[config.mk]
export PLATFORM = sky130hd
export DESIGN_NAME = custom_logic_unit
export DESIGN_NICKNAME = d
export VERILOG_FILES = /design/src/logic_unit_pkg.sv /design/src/custom_logic_unit.sv /design/src/logic_sequencer.sv /design/src/table_output_stage.sv
export SDC_FILE = /design/constraint.sdc
export NUM_CORES = 1
export LEC_CHECK = 0
export ABC_AREA = 1
export ABC_CLOCK_PERIOD_IN_PS = 3200
export BUFFER_PORTS_ARGS = -buffer_cell sky130_fd_sc_hd__buf_4
export CORE_MARGIN = 5
export CORE_UTILIZATION = 40
export DETAILED_ROUTE_END_ITERATION = 16
export SLEW_MARGIN = 10
export SYNTH_ARGS = -nofsm -noshare
export SYNTH_HDL_FRONTEND = slang
export SYNTH_HIERARCHICAL = 1
export SYNTH_SLANG_ARGS = --single-unit
[constraint.sdc]
create_clock -name clk -period 3.2 [get_ports clk]
set_clock_uncertainty 0.05 [all_clocks]
set_input_delay 0.64 -clock clk [delete_from_list [all_inputs] [get_ports clk]]
set_output_delay 0.64 -clock clk [all_outputs]
set_load 0.005 [all_outputs]
[src/logic_unit_pkg.sv]
// Shared constants, types and register map of the custom logic unit
// Summary of operation
// - Two tables, each with filter and edge stage
// - Truth byte implements any three-input function
// - Masked input reads as constant low
// - Inputs from pins, events, neighbour, peripherals
// - Pair sequencer: DFF, JK, D latch, RS
// - Final output drives pin and event line
// - Default timing from the peripheral clock
// - Clock select one uses input two as clock
// - Alternate clock forces index bit two low
// - Sequencer follows even table's alternate clock
// - Keeps running while the processor is halted
// - Pair configuration only while even table off; truth bytes here stay writable at any time
// - Sequencer select and table controls protected, except enable bit
// - Even table's fields accepted with enable set, not cleared
// - Global enable bit switches whole unit
// - Per-table enable bit in first control
// - Three source fields in second, third control
// - Input vector indexes truth byte, bit2 highest
// - Sync delays two edges, filter four
// - Edge pulse on rise; state clears when disabled
// - Even drives D/S, odd drives G/K/R
package logic_unit_pkg;

  localparam int NUM_TABLES = 2;
  localparam int PINS_PER_TABLE = 3;
  localparam int NUM_EVENTS = 2;
  localparam int NUM_PERIPH = 5;

  // Register byte offsets
  localparam logic [7:0] GLOBAL_CONTROL_ADDR    = 8'h00;
  localparam logic [7:0] SEQUENCER_CONTROL_ADDR = 8'h04;
  localparam logic [7:0] STATUS_ADDR            = 8'h08;
  localparam logic [3:0] TABLE_FIRST_PAGE       = 4'h1;
  localparam logic [3:0] CONTROL_FIRST_OFS      = 4'h0;
  localparam logic [3:0] CONTROL_SECOND_OFS     = 4'h4;
  localparam logic [3:0] CONTROL_THIRD_OFS      = 4'h8;
  localparam logic [3:0] TRUTH_OFS              = 4'hc;

  // Field positions
  localparam int GLOBAL_ENABLE_BIT  = 0;
  localparam int TABLE_ENABLE_BIT   = 0;
  localparam int CLOCK_SOURCE_BIT   = 1;
  localparam int EDGE_ENABLE_BIT    = 3;
  localparam int FILTER_LSB         = 4;
  localparam int PIN_ENABLE_BIT     = 6;
  localparam int SRC0_LSB           = 0;
  localparam int SRC1_LSB           = 4;
  localparam int SRC2_LSB           = 0;
  localparam int SEQ_SELECT_LSB     = 0;

  // Reset values
  localparam logic [7:0] TRUTH_RESET = 8'h00;

  typedef enum logic [1:0] {
    FILTER_OFF,
    FILTER_SYNC,
    FILTER_PERSIST
  } filter_mode_e;

  typedef enum logic [2:0] {
    SEQ_OFF,
    SEQ_DFF,
    SEQ_JK,
    SEQ_DLATCH,
    SEQ_RS
  } seq_mode_e;

  typedef enum logic [3:0] {
    SRC_MASK,
    SRC_FEEDBACK,
    SRC_LINK,
    SRC_EVENT0,
    SRC_EVENT1,
    SRC_PIN,
    SRC_COMPARATOR,
    SRC_TIMER_A,
    SRC_TIMER_B,
    SRC_SERIAL,
    SRC_SPI
  } source_e;

  // One table's control state
  typedef struct packed {
    logic         enable;
    logic         clock_source_select;
    logic         edge_pulse_enable;
    logic         pin_enable;
    filter_mode_e output_filter_select;
    source_e      input_source_field_two;
    source_e      input_source_field_one;
    source_e      input_source_field_zero;
  } table_cfg_s;

  localparam table_cfg_s TABLE_CFG_RESET = '0;

endpackage

[src/custom_logic_unit.sv]
// Top of the custom logic unit: APB registers, input routing, tables, outputs
//
// Decided for this implementation: the register offsets and register access over APB.
`timescale 1ns/10ps
module custom_logic_unit (
  // Clock and reset
  input  wire logic        clk,
  input  wire logic        reset_n,
  // APB slave
  input  wire logic        psel,
  input  wire logic        penable,
  input  wire logic        pwrite,
  input  wire logic [7:0]  paddr,
  input  wire logic [31:0] pwdata,
  output logic      [31:0] prdata,
  output logic             pready,
  output logic             pslverr,
  // Asynchronous pins and event lines
  input  wire logic [5:0]  table_input_pins,
  input  wire logic [1:0]  event_in,
  // Peripheral sources on this clock: comparator, timer A, timer B, serial, SPI
  input  wire logic [4:0]  peripheral_in,
  // Outputs
  output logic [1:0]       table_output_pin,
  output logic [1:0]       event_out
);

  localparam int NT = logic_unit_pkg::NUM_TABLES;

  logic_unit_pkg::table_cfg_s cfg [NT];
  logic [7:0]                 truth_table_byte [NT];
  logic                       global_enable;
  logic_unit_pkg::seq_mode_e  sequencer_function_select;

  logic [7:0] sync_meta;
  logic [7:0] sync_out;
  logic [5:0] pins_s;
  logic [1:0] events_s;

  logic [NT-1:0] live;
  logic [NT-1:0] tick;
  logic [NT-1:0] stage_q;
  logic [NT-1:0] final_out;
  logic [NT-1:0] alt_prev;
  logic          seq_q;

  // Bus decode
  logic        access;
  logic        wr;
  logic        hit_global;
  logic        hit_seq;
  logic        hit_status;
  logic [3:0]  page;
  logic [3:0]  word;
  logic        table_sel;
  logic        hit_table;
  logic        protect_ok;
  logic [31:0] rd_word;
  logic        rd_ok;

  assign access     = psel & penable & pready;
  assign wr         = access & pwrite;
  assign hit_global = paddr == logic_unit_pkg::GLOBAL_CONTROL_ADDR;
  assign hit_seq    = paddr == logic_unit_pkg::SEQUENCER_CONTROL_ADDR;
  assign hit_status = paddr == logic_unit_pkg::STATUS_ADDR;
  assign page       = paddr[7:4];
  assign word       = paddr[3:0];
  assign table_sel  = page[1];
  assign hit_table  = (page == logic_unit_pkg::TABLE_FIRST_PAGE) ||
                      (page == 4'h2);
  // Pair locked while the even table's enable bit is set, even with global enable off
  assign protect_ok = ~cfg[0].enable;

  // Two flops before any logic sees a pin or event
  always_ff @(posedge clk) begin
    if (!reset_n) begin
      sync_meta <= 8'h00;
      sync_out  <= 8'h00;
    end else begin
      sync_meta <= {event_in, table_input_pins};
      sync_out  <= sync_meta;
    end
  end

  assign pins_s   = sync_out[5:0];
  assign events_s = sync_out[7:6];

  // Global enable and sequencer select
  always_ff @(posedge clk) begin
    if (!reset_n) begin
      global_enable             <= 1'b0;
      sequencer_function_select <= logic_unit_pkg::SEQ_OFF;
    end else if (wr && hit_global) begin
      global_enable <= pwdata[logic_unit_pkg::GLOBAL_ENABLE_BIT];
    end else if (wr && hit_seq && protect_ok) begin
      sequencer_function_select <= logic_unit_pkg::seq_mode_e'(
        pwdata[logic_unit_pkg::SEQ_SELECT_LSB +: 3]);
    end
  end

  // Source picker; unused codes read as low
  function automatic logic pick(input logic_unit_pkg::source_e s,
                                input logic pin, input logic link,
                                input logic feedback, input logic [1:0] ev,
                                input logic [4:0] per);
    unique case (s)
      logic_unit_pkg::SRC_FEEDBACK:   pick = feedback;
      logic_unit_pkg::SRC_LINK:       pick = link;
      logic_unit_pkg::SRC_EVENT0:     pick = ev[0];
      logic_unit_pkg::SRC_EVENT1:     pick = ev[1];
      logic_unit_pkg::SRC_PIN:        pick = pin;
      logic_unit_pkg::SRC_COMPARATOR: pick = per[0];
      logic_unit_pkg::SRC_TIMER_A:    pick = per[1];
      logic_unit_pkg::SRC_TIMER_B:    pick = per[2];
      logic_unit_pkg::SRC_SERIAL:     pick = per[3];
      logic_unit_pkg::SRC_SPI:        pick = per[4];
      default:                        pick = 1'b0; // masked input
    endcase
  endfunction

  genvar n;
  generate
    for (n = 0; n < NT; n++) begin : g_table
      logic                    sel_here;
      logic [2:0]              raw;
      logic [2:0]              table_input_vector;
      logic                    link;
      logic                    comb;
      logic_unit_pkg::source_e src [3];

      assign sel_here = hit_table && (table_sel == 1'(n));
      // Output flop of the next table avoids a combinational ring
      assign link     = event_out[(n + 1) % NT];
      assign src[0]   = cfg[n].input_source_field_zero;
      assign src[1]   = cfg[n].input_source_field_one;
      assign src[2]   = cfg[n].input_source_field_two;

      for (genvar i = 0; i < 3; i++) begin : g_in
        assign raw[i] = pick(src[i], pins_s[n * 3 + i], link, seq_q,
                             events_s, peripheral_in);
      end

      // Alternate clock is input two; it leaves the index
      assign table_input_vector = {raw[2] & ~cfg[n].clock_source_select,
                                   raw[1], raw[0]};
      assign comb = truth_table_byte[n][table_input_vector];
      assign live[n] = global_enable & cfg[n].enable;
      assign tick[n] = cfg[n].clock_source_select ?
                       (raw[2] & ~alt_prev[n]) : 1'b1;

      // Rising edges of the alternate clock become enable pulses
      always_ff @(posedge clk) begin
        if (!reset_n || !live[n])
          alt_prev[n] <= 1'b0;
        else
          alt_prev[n] <= raw[2];
      end

      // Table control and truth byte writes
      always_ff @(posedge clk) begin
        if (!reset_n) begin
          cfg[n]              <= logic_unit_pkg::TABLE_CFG_RESET;
          truth_table_byte[n] <= logic_unit_pkg::TRUTH_RESET;
        end else if (wr && sel_here) begin
          if (word == logic_unit_pkg::CONTROL_FIRST_OFS) begin
            cfg[n].enable <= pwdata[logic_unit_pkg::TABLE_ENABLE_BIT];
            // Protected fields ride along only while the pair is idle
            if (protect_ok &&
                (pwdata[logic_unit_pkg::TABLE_ENABLE_BIT] || n != 0)) begin
              cfg[n].clock_source_select <= pwdata[logic_unit_pkg::CLOCK_SOURCE_BIT];
              cfg[n].edge_pulse_enable   <= pwdata[logic_unit_pkg::EDGE_ENABLE_BIT];
              cfg[n].pin_enable          <= pwdata[logic_unit_pkg::PIN_ENABLE_BIT];
              cfg[n].output_filter_select <= logic_unit_pkg::filter_mode_e'(
                pwdata[logic_unit_pkg::FILTER_LSB +: 2]);
            end
          end else if (word == logic_unit_pkg::CONTROL_SECOND_OFS && protect_ok) begin
            cfg[n].input_source_field_zero <= logic_unit_pkg::source_e'(
              pwdata[logic_unit_pkg::SRC0_LSB +: 4]);
            cfg[n].input_source_field_one  <= logic_unit_pkg::source_e'(
              pwdata[logic_unit_pkg::SRC1_LSB +: 4]);
          end else if (word == logic_unit_pkg::CONTROL_THIRD_OFS && protect_ok) begin
            cfg[n].input_source_field_two <= logic_unit_pkg::source_e'(
              pwdata[logic_unit_pkg::SRC2_LSB +: 4]);
          end else if (word == logic_unit_pkg::TRUTH_OFS) begin
            truth_table_byte[n] <= pwdata[7:0];
          end
        end
      end

      table_output_stage u_stage (
        .clk     (clk),
        .reset_n (reset_n),
        .enable  (live[n]),
        .tick    (tick[n]),
        .filt    (cfg[n].output_filter_select),
        .edge_en (cfg[n].edge_pulse_enable),
        .d       (comb),
        .q       (stage_q[n])
      );
    end
  endgenerate

  // Pair sequencer runs on the even table's clock
  logic_sequencer u_seq (
    .clk     (clk),
    .reset_n (reset_n),
    .clear   (~live[0]),
    .tick    (tick[0]),
    .mode    (sequencer_function_select),
    .even_in (stage_q[0]),
    .odd_in  (stage_q[1]),
    .q       (seq_q)
  );

  // Sequencer replaces the even table's output when selected
  assign final_out[0] = (sequencer_function_select == logic_unit_pkg::SEQ_OFF) ?
                        stage_q[0] : seq_q;
  assign final_out[1] = stage_q[1];

  // Outputs are flopped; no debug halt input exists here
  always_ff @(posedge clk) begin
    if (!reset_n) begin
      table_output_pin <= 2'b00;
      event_out        <= 2'b00;
    end else begin
      event_out        <= live & final_out;
      table_output_pin <= live & final_out &
                          {cfg[1].pin_enable, cfg[0].pin_enable};
    end
  end

  // Read mux
  always_comb begin
    rd_word = 32'h0000_0000;
    rd_ok   = 1'b1;
    if (hit_global)
      rd_word[logic_unit_pkg::GLOBAL_ENABLE_BIT] = global_enable;
    else if (hit_seq)
      rd_word[logic_unit_pkg::SEQ_SELECT_LSB +: 3] = sequencer_function_select;
    else if (hit_status)
      rd_word[2:0] = {seq_q, event_out};
    else if (hit_table) begin
      unique case (word)
        logic_unit_pkg::CONTROL_FIRST_OFS: begin
          rd_word[logic_unit_pkg::TABLE_ENABLE_BIT] = cfg[table_sel].enable;
          rd_word[logic_unit_pkg::CLOCK_SOURCE_BIT] = cfg[table_sel].clock_source_select;
          rd_word[logic_unit_pkg::EDGE_ENABLE_BIT]  = cfg[table_sel].edge_pulse_enable;
          rd_word[logic_unit_pkg::PIN_ENABLE_BIT]   = cfg[table_sel].pin_enable;
          rd_word[logic_unit_pkg::FILTER_LSB +: 2]  = cfg[table_sel].output_filter_select;
        end
        logic_unit_pkg::CONTROL_SECOND_OFS: begin
          rd_word[logic_unit_pkg::SRC0_LSB +: 4] = cfg[table_sel].input_source_field_zero;
          rd_word[logic_unit_pkg::SRC1_LSB +: 4] = cfg[table_sel].input_source_field_one;
        end
        logic_unit_pkg::CONTROL_THIRD_OFS:
          rd_word[logic_unit_pkg::SRC2_LSB +: 4] = cfg[table_sel].input_source_field_two;
        logic_unit_pkg::TRUTH_OFS:
          rd_word[7:0] = truth_table_byte[table_sel];
        default:
          rd_ok = 1'b0;
      endcase
    end else
      rd_ok = 1'b0;
  end

  // Answer prepared in setup so the first access cycle completes
  always_ff @(posedge clk) begin
    if (!reset_n) begin
      pready  <= 1'b0;
      pslverr <= 1'b0;
      prdata  <= 32'h0000_0000;
    end else begin
      pready  <= psel & ~penable;
      pslverr <= psel & ~penable & ~rd_ok;
      prdata  <= (psel & ~penable & ~pwrite & rd_ok) ? rd_word : 32'h0000_0000;
    end
  end

endmodule // custom_logic_unit

[src/logic_sequencer.sv]
// Pair sequencer: gated D flip-flop, JK flip-flop, D latch or RS latch
`timescale 1ns/10ps
module logic_sequencer (
  // Clock and reset
  input  wire logic                      clk,
  input  wire logic                      reset_n,
  // Control
  input  wire logic                      clear,
  input  wire logic                      tick,
  input  wire logic_unit_pkg::seq_mode_e mode,
  // Pair inputs
  input  wire logic                      even_in,
  input  wire logic                      odd_in,
  output logic                           q
);

  logic state;
  logic next_state;

  // Latch modes follow every cycle, flip-flop modes only on the tick
  always_comb begin
    next_state = state;
    unique case (mode)
      logic_unit_pkg::SEQ_DFF:    if (tick && odd_in) next_state = even_in;
      logic_unit_pkg::SEQ_JK: begin
        if (tick) begin
          unique case ({even_in, odd_in})
            2'b01:   next_state = 1'b0;
            2'b10:   next_state = 1'b1;
            2'b11:   next_state = ~state;
            default: next_state = state;
          endcase
        end
      end
      logic_unit_pkg::SEQ_DLATCH: if (odd_in) next_state = even_in;
      // Forbidden S and R together holds state rather than race
      logic_unit_pkg::SEQ_RS:     if (even_in != odd_in) next_state = even_in;
      default:                    next_state = 1'b0;
    endcase
  end

  // Mask gives the clear effect without waiting for an edge
  assign q = state & ~clear;

  always_ff @(posedge clk) begin
    if (!reset_n || clear)
      state <= 1'b0;
    else
      state <= next_state;
  end

endmodule // logic_sequencer

[src/table_output_stage.sv]
// Synchronizer, persistence filter and rising-edge detector of one table
`timescale 1ns/10ps
module table_output_stage (
  // Clock and reset
  input  wire logic                         clk,
  input  wire logic                         reset_n,
  // Control
  input  wire logic                         enable,
  input  wire logic                         tick,
  input  wire logic_unit_pkg::filter_mode_e filt,
  input  wire logic                         edge_en,
  // Data
  input  wire logic                         d,
  output logic                              q
);

  logic [2:0] stage;
  logic       held;
  logic       prev;
  logic       filtered;
  logic       steady;

  // Held value only moves when three samples agree
  assign steady   = (stage == 3'b000) || (stage == 3'b111);
  assign filtered = (filt == logic_unit_pkg::FILTER_SYNC)    ? stage[1] :
                    (filt == logic_unit_pkg::FILTER_PERSIST) ? held : d;
  assign q        = edge_en ? (filtered & ~prev) : filtered;

  // Disable clears all state at the next edge, whatever the tick
  always_ff @(posedge clk) begin
    if (!reset_n || !enable) begin
      stage <= 3'b000;
      held  <= 1'b0;
      prev  <= 1'b0;
    end else if (tick) begin
      stage <= {stage[1:0], d};
      if (steady)
        held <= stage[2];
      prev <= filtered;
    end
  end

endmodule // table_output_stage
==> impl_metrics.yaml <==
synthesis:
  yosys-top-cells-count: "sky130_fd_sc_hd__nand2_1 (228), sky130_fd_sc_hd__inv_1 (116), sky130_fd_sc_hd__nor2_1 (108)"
  yosys.area.top_type_share: 0.280
  synth-main-ff-cell: "sky130_fd_sc_hd__edfxtp_1"
  yosys.area.top_type: "sky130_fd_sc_hd__edfxtp_1"
  ys_types: 41
  synth_seq_area_share: 0.449
  syn-instance-count: 783
  cell_types_occupying_the_most_area_after_synthesis: "sky130_fd_sc_hd__edfxtp_1 (28%), sky130_fd_sc_hd__dfxtp_1 (17%), sky130_fd_sc_hd__nand2_1 (15%)"
  postSynthRegisterBits: 99
  yosysWarningCount: 6
  postSynthAreaPerCell_um2: 7.12
  ys_async_sr_fraction: 0
  post-synth-top-count-cell: "sky130_fd_sc_hd__nand2_1"
  post_synth_instance_area_mm2: 0.00558
  synth_edf_count: 52
clock_network:
  clock_latency_ns: 0.36
  clockBufferDepth: 2
  ctsHoldBuffers: 0
  postCtsSetupBuffers: 0
  clock_tree.htree_level_count: 3
  cts.clk_slew.worst_paths_ns: 0.08
  numCtsBuffers: 9
  ctsResizeCount: 0
  cts_tree: "yes"
  clock-sinks: 99
  clock_root_buffer_master: "sky130_fd_sc_hd__clkbuf_16"
drt:
  met1Wirelength_mm: 6.86
  met3WireLength_um: 825
  routed_wl_mm: 15.0
  drt-initial-drc-count: 403
  drtAntennaViolNets: 0
  detailroute.via_count: 4999
  drt-pass1-iter-count: 5
  drc: 0
  wl_met2_mm: 7.02
  top_sig_layer: "met4"
  viasPerCell: 4.87
  avgRoutedWirePerCell_um: 14.6
global_routing:
  grt_max_degree: 43
  grt_first_pass_wirelength_mm: 24.4
  first_global_vias: 4778
  gr-total-overflow: 0
  antenna_found_initial: 0
  track_usage: 0.192
cells_and_area:
  design.final.nets: 901
  antennaDiodeCount: 0
  final_cells: 1026
  fin_area_mm2: 0.00640
  final_core_util: 0.465
  drive_gt1_frac: 0.125
  area_growth_syn_to_layout_pct: 14.8
setup_path:
  cp_slowest_cell: "sky130_fd_sc_hd__a22oi_1"
  cp.arrival_ns: 3.06
  worstPathMaxFanout: 8
  worst_path_top_cell_family_by_delay: "simple AND/OR/NAND/NOR gates"
  timing.reg2reg.setup_slack_ns: 0.34
  worstSetupStartpointType: "flop"
  critical_path_buf_inv_count: 2
  crit_chain: "nand2_1 > nor2_1 > buf_12 > nand3_1 > nand2_1 > nand2_1 > nand2_1 > inv_1 > nand2_1 > nand2_1 > nand3_1 > nand3_1 > nand2_1 > nand3_1 > a22oi_1 > ha_1 > o21ai_0 > nand2_1 > nand2_1 > nor2_1 > nor2_1"
  crit_path_capture_type: "flop"
  required_ns: 3.40
  critical-path-top-cell-by-count: "sky130_fd_sc_hd__nand2_1"
  timing_worst_setup_path_type: "reg -> reg"
  cpPeakStageDelay_ns: 0.38
placed_design:
  gpl.final_weighted_congestion: 0.887
  detailedPlacementHpwl_mm: 11.6
  post_place_cells: 1010
  dp_worst_setup_slack_ns: 0.334
  postPlaceCellArea_mm2: 0.00611
  portBuffers: 47
sta:
  rsz0062_at_grt: "no"
  fin_crit_ns: 2.86
  layout_setup_ws_ns: 0.344
  final_period_utilization: 0.892
  slew_viol_final: 0
  final-setup-viol-count: 0
  worst_case_hold_slack_ns: 0.367
  max_freq_mhz: 350
  totalNegativeSetupSlack_ns: 0
  finalHoldViolations: 0
die:
  floorplan.die.width_um: 128
  design.core.area_mm2: 0.0138
  die_height_um: 128
  start_util: 0.405
  area_of_the_die_mm2: 0.0164
  io-pin-count: 96
  floorplan.rows: 43
pwr:
  cellLeakagePower_nw: 3.11
  power.combinational.fraction: 0.092
  cellPowerDensity_mw_per_mm2: 427
  share_seq_of_total_power: 0.510
  irDropWorstVdd_uv: 241
  netSwitchingFraction: 0.269
  finalPower_mw: 2.73
  p_int_mw: 2.00
  switchingPower_mw: 0.734
  power.clock.fraction: 0.398
status:
  status: "completed"
min_path:
  worstHoldPathType: "reg -> reg"
flow_run:
  maxCapViolations: 0
power groups by stage:
stage | clock network [mW] | logic, mW | registers [mW]
after floorplan | 0 | 0.171 | 1.41
after global placement | 0 | 0.248 | 1.42
after detailed placement | 0 | 0.250 | 1.42
after CTS | 1.10 | 0.251 | 1.39
final | 1.09 | 0.251 | 1.39
after global routing | 1.16 | 0.283 | 1.40
final cells by class:
type                    instances  area (µm²)
inverters                     123         467
fillers                      1468        7370
well taps                     180         225
flip-flops and latches         99        2500
clock inverters                 7        66.3
clock buffers                   9         225
multi-input cells             549        2460
repair buffers                 59         455
registers in the layout, summed over array words and instances (netlist names):
signal	cells
alt_prev	2
cfg	36
event_out	2
g_table.u_stage/held	2
g_table.u_stage/prev	2
g_table.u_stage/stage	6
global_enable	1
prdata	8
pready	1
pslverr	1
sequencer_function_select	3
sync_meta	8
sync_out	8
table_output_pin	2
truth_table_byte	16
u_seq/state	1
cells in the final DEF (no fill, tap or decap), types with 10 or more instances in the layout:
cell,n
sky130_fd_sc_hd__a21oi_1,22
sky130_fd_sc_hd__buf_4,58
sky130_fd_sc_hd__conb_1,24
sky130_fd_sc_hd__dfxtp_1,47
sky130_fd_sc_hd__edfxtp_1,52
sky130_fd_sc_hd__inv_1,116
sky130_fd_sc_hd__nand2_1,228
sky130_fd_sc_hd__nand3_1,77
sky130_fd_sc_hd__nor2_1,108
sky130_fd_sc_hd__nor2_2,10
sky130_fd_sc_hd__o21ai_0,33
logic make-up (layout without fill, tap and decap cells):
logic type / Yosys count / after routing / share of synthesized area
flip-flops: 99 / 99 / 0.449
adder cells (fa/ha/maj): 2 / 2 / 0.00449
AND/OR/NAND/NOR: 452 / 452 / 0.347
other: 1 / 24 / 0.000672
buffers and inverters: 158 / 198 / 0.126
AO/OA/AOI/OAI: 71 / 71 / 0.0731
tightest hold or removal path: cells and delay by family, from the launching register on:
| kind | cells | cell delay (ns) |
|---|---|---|
| buf+inv | 1 | 0.04 |
| flops | 1 | 0.31 |
| simple gates | 1 | 0.05 |
worst paths after layout:
| check | end | depth (start not counted) | start |
|---|---|---|---|
| hold / removal | sync_out[0] | 2 | sync_meta[0] |
| setup reg to reg | u_seq/state | 21 | global_enable |
| hold reg to reg | sync_out[0] | 2 | sync_meta[0] |
| setup / recovery | u_seq/state | 21 | global_enable |
metal layers:
layer	vias up	global-route usage
li1	2554	-
met1	2266	0.258
met2	158	0.312
met3	21	0.0371
met4	0	0.0612
met5	-	0
Note: power is estimated with default switching activity, not from simulation.
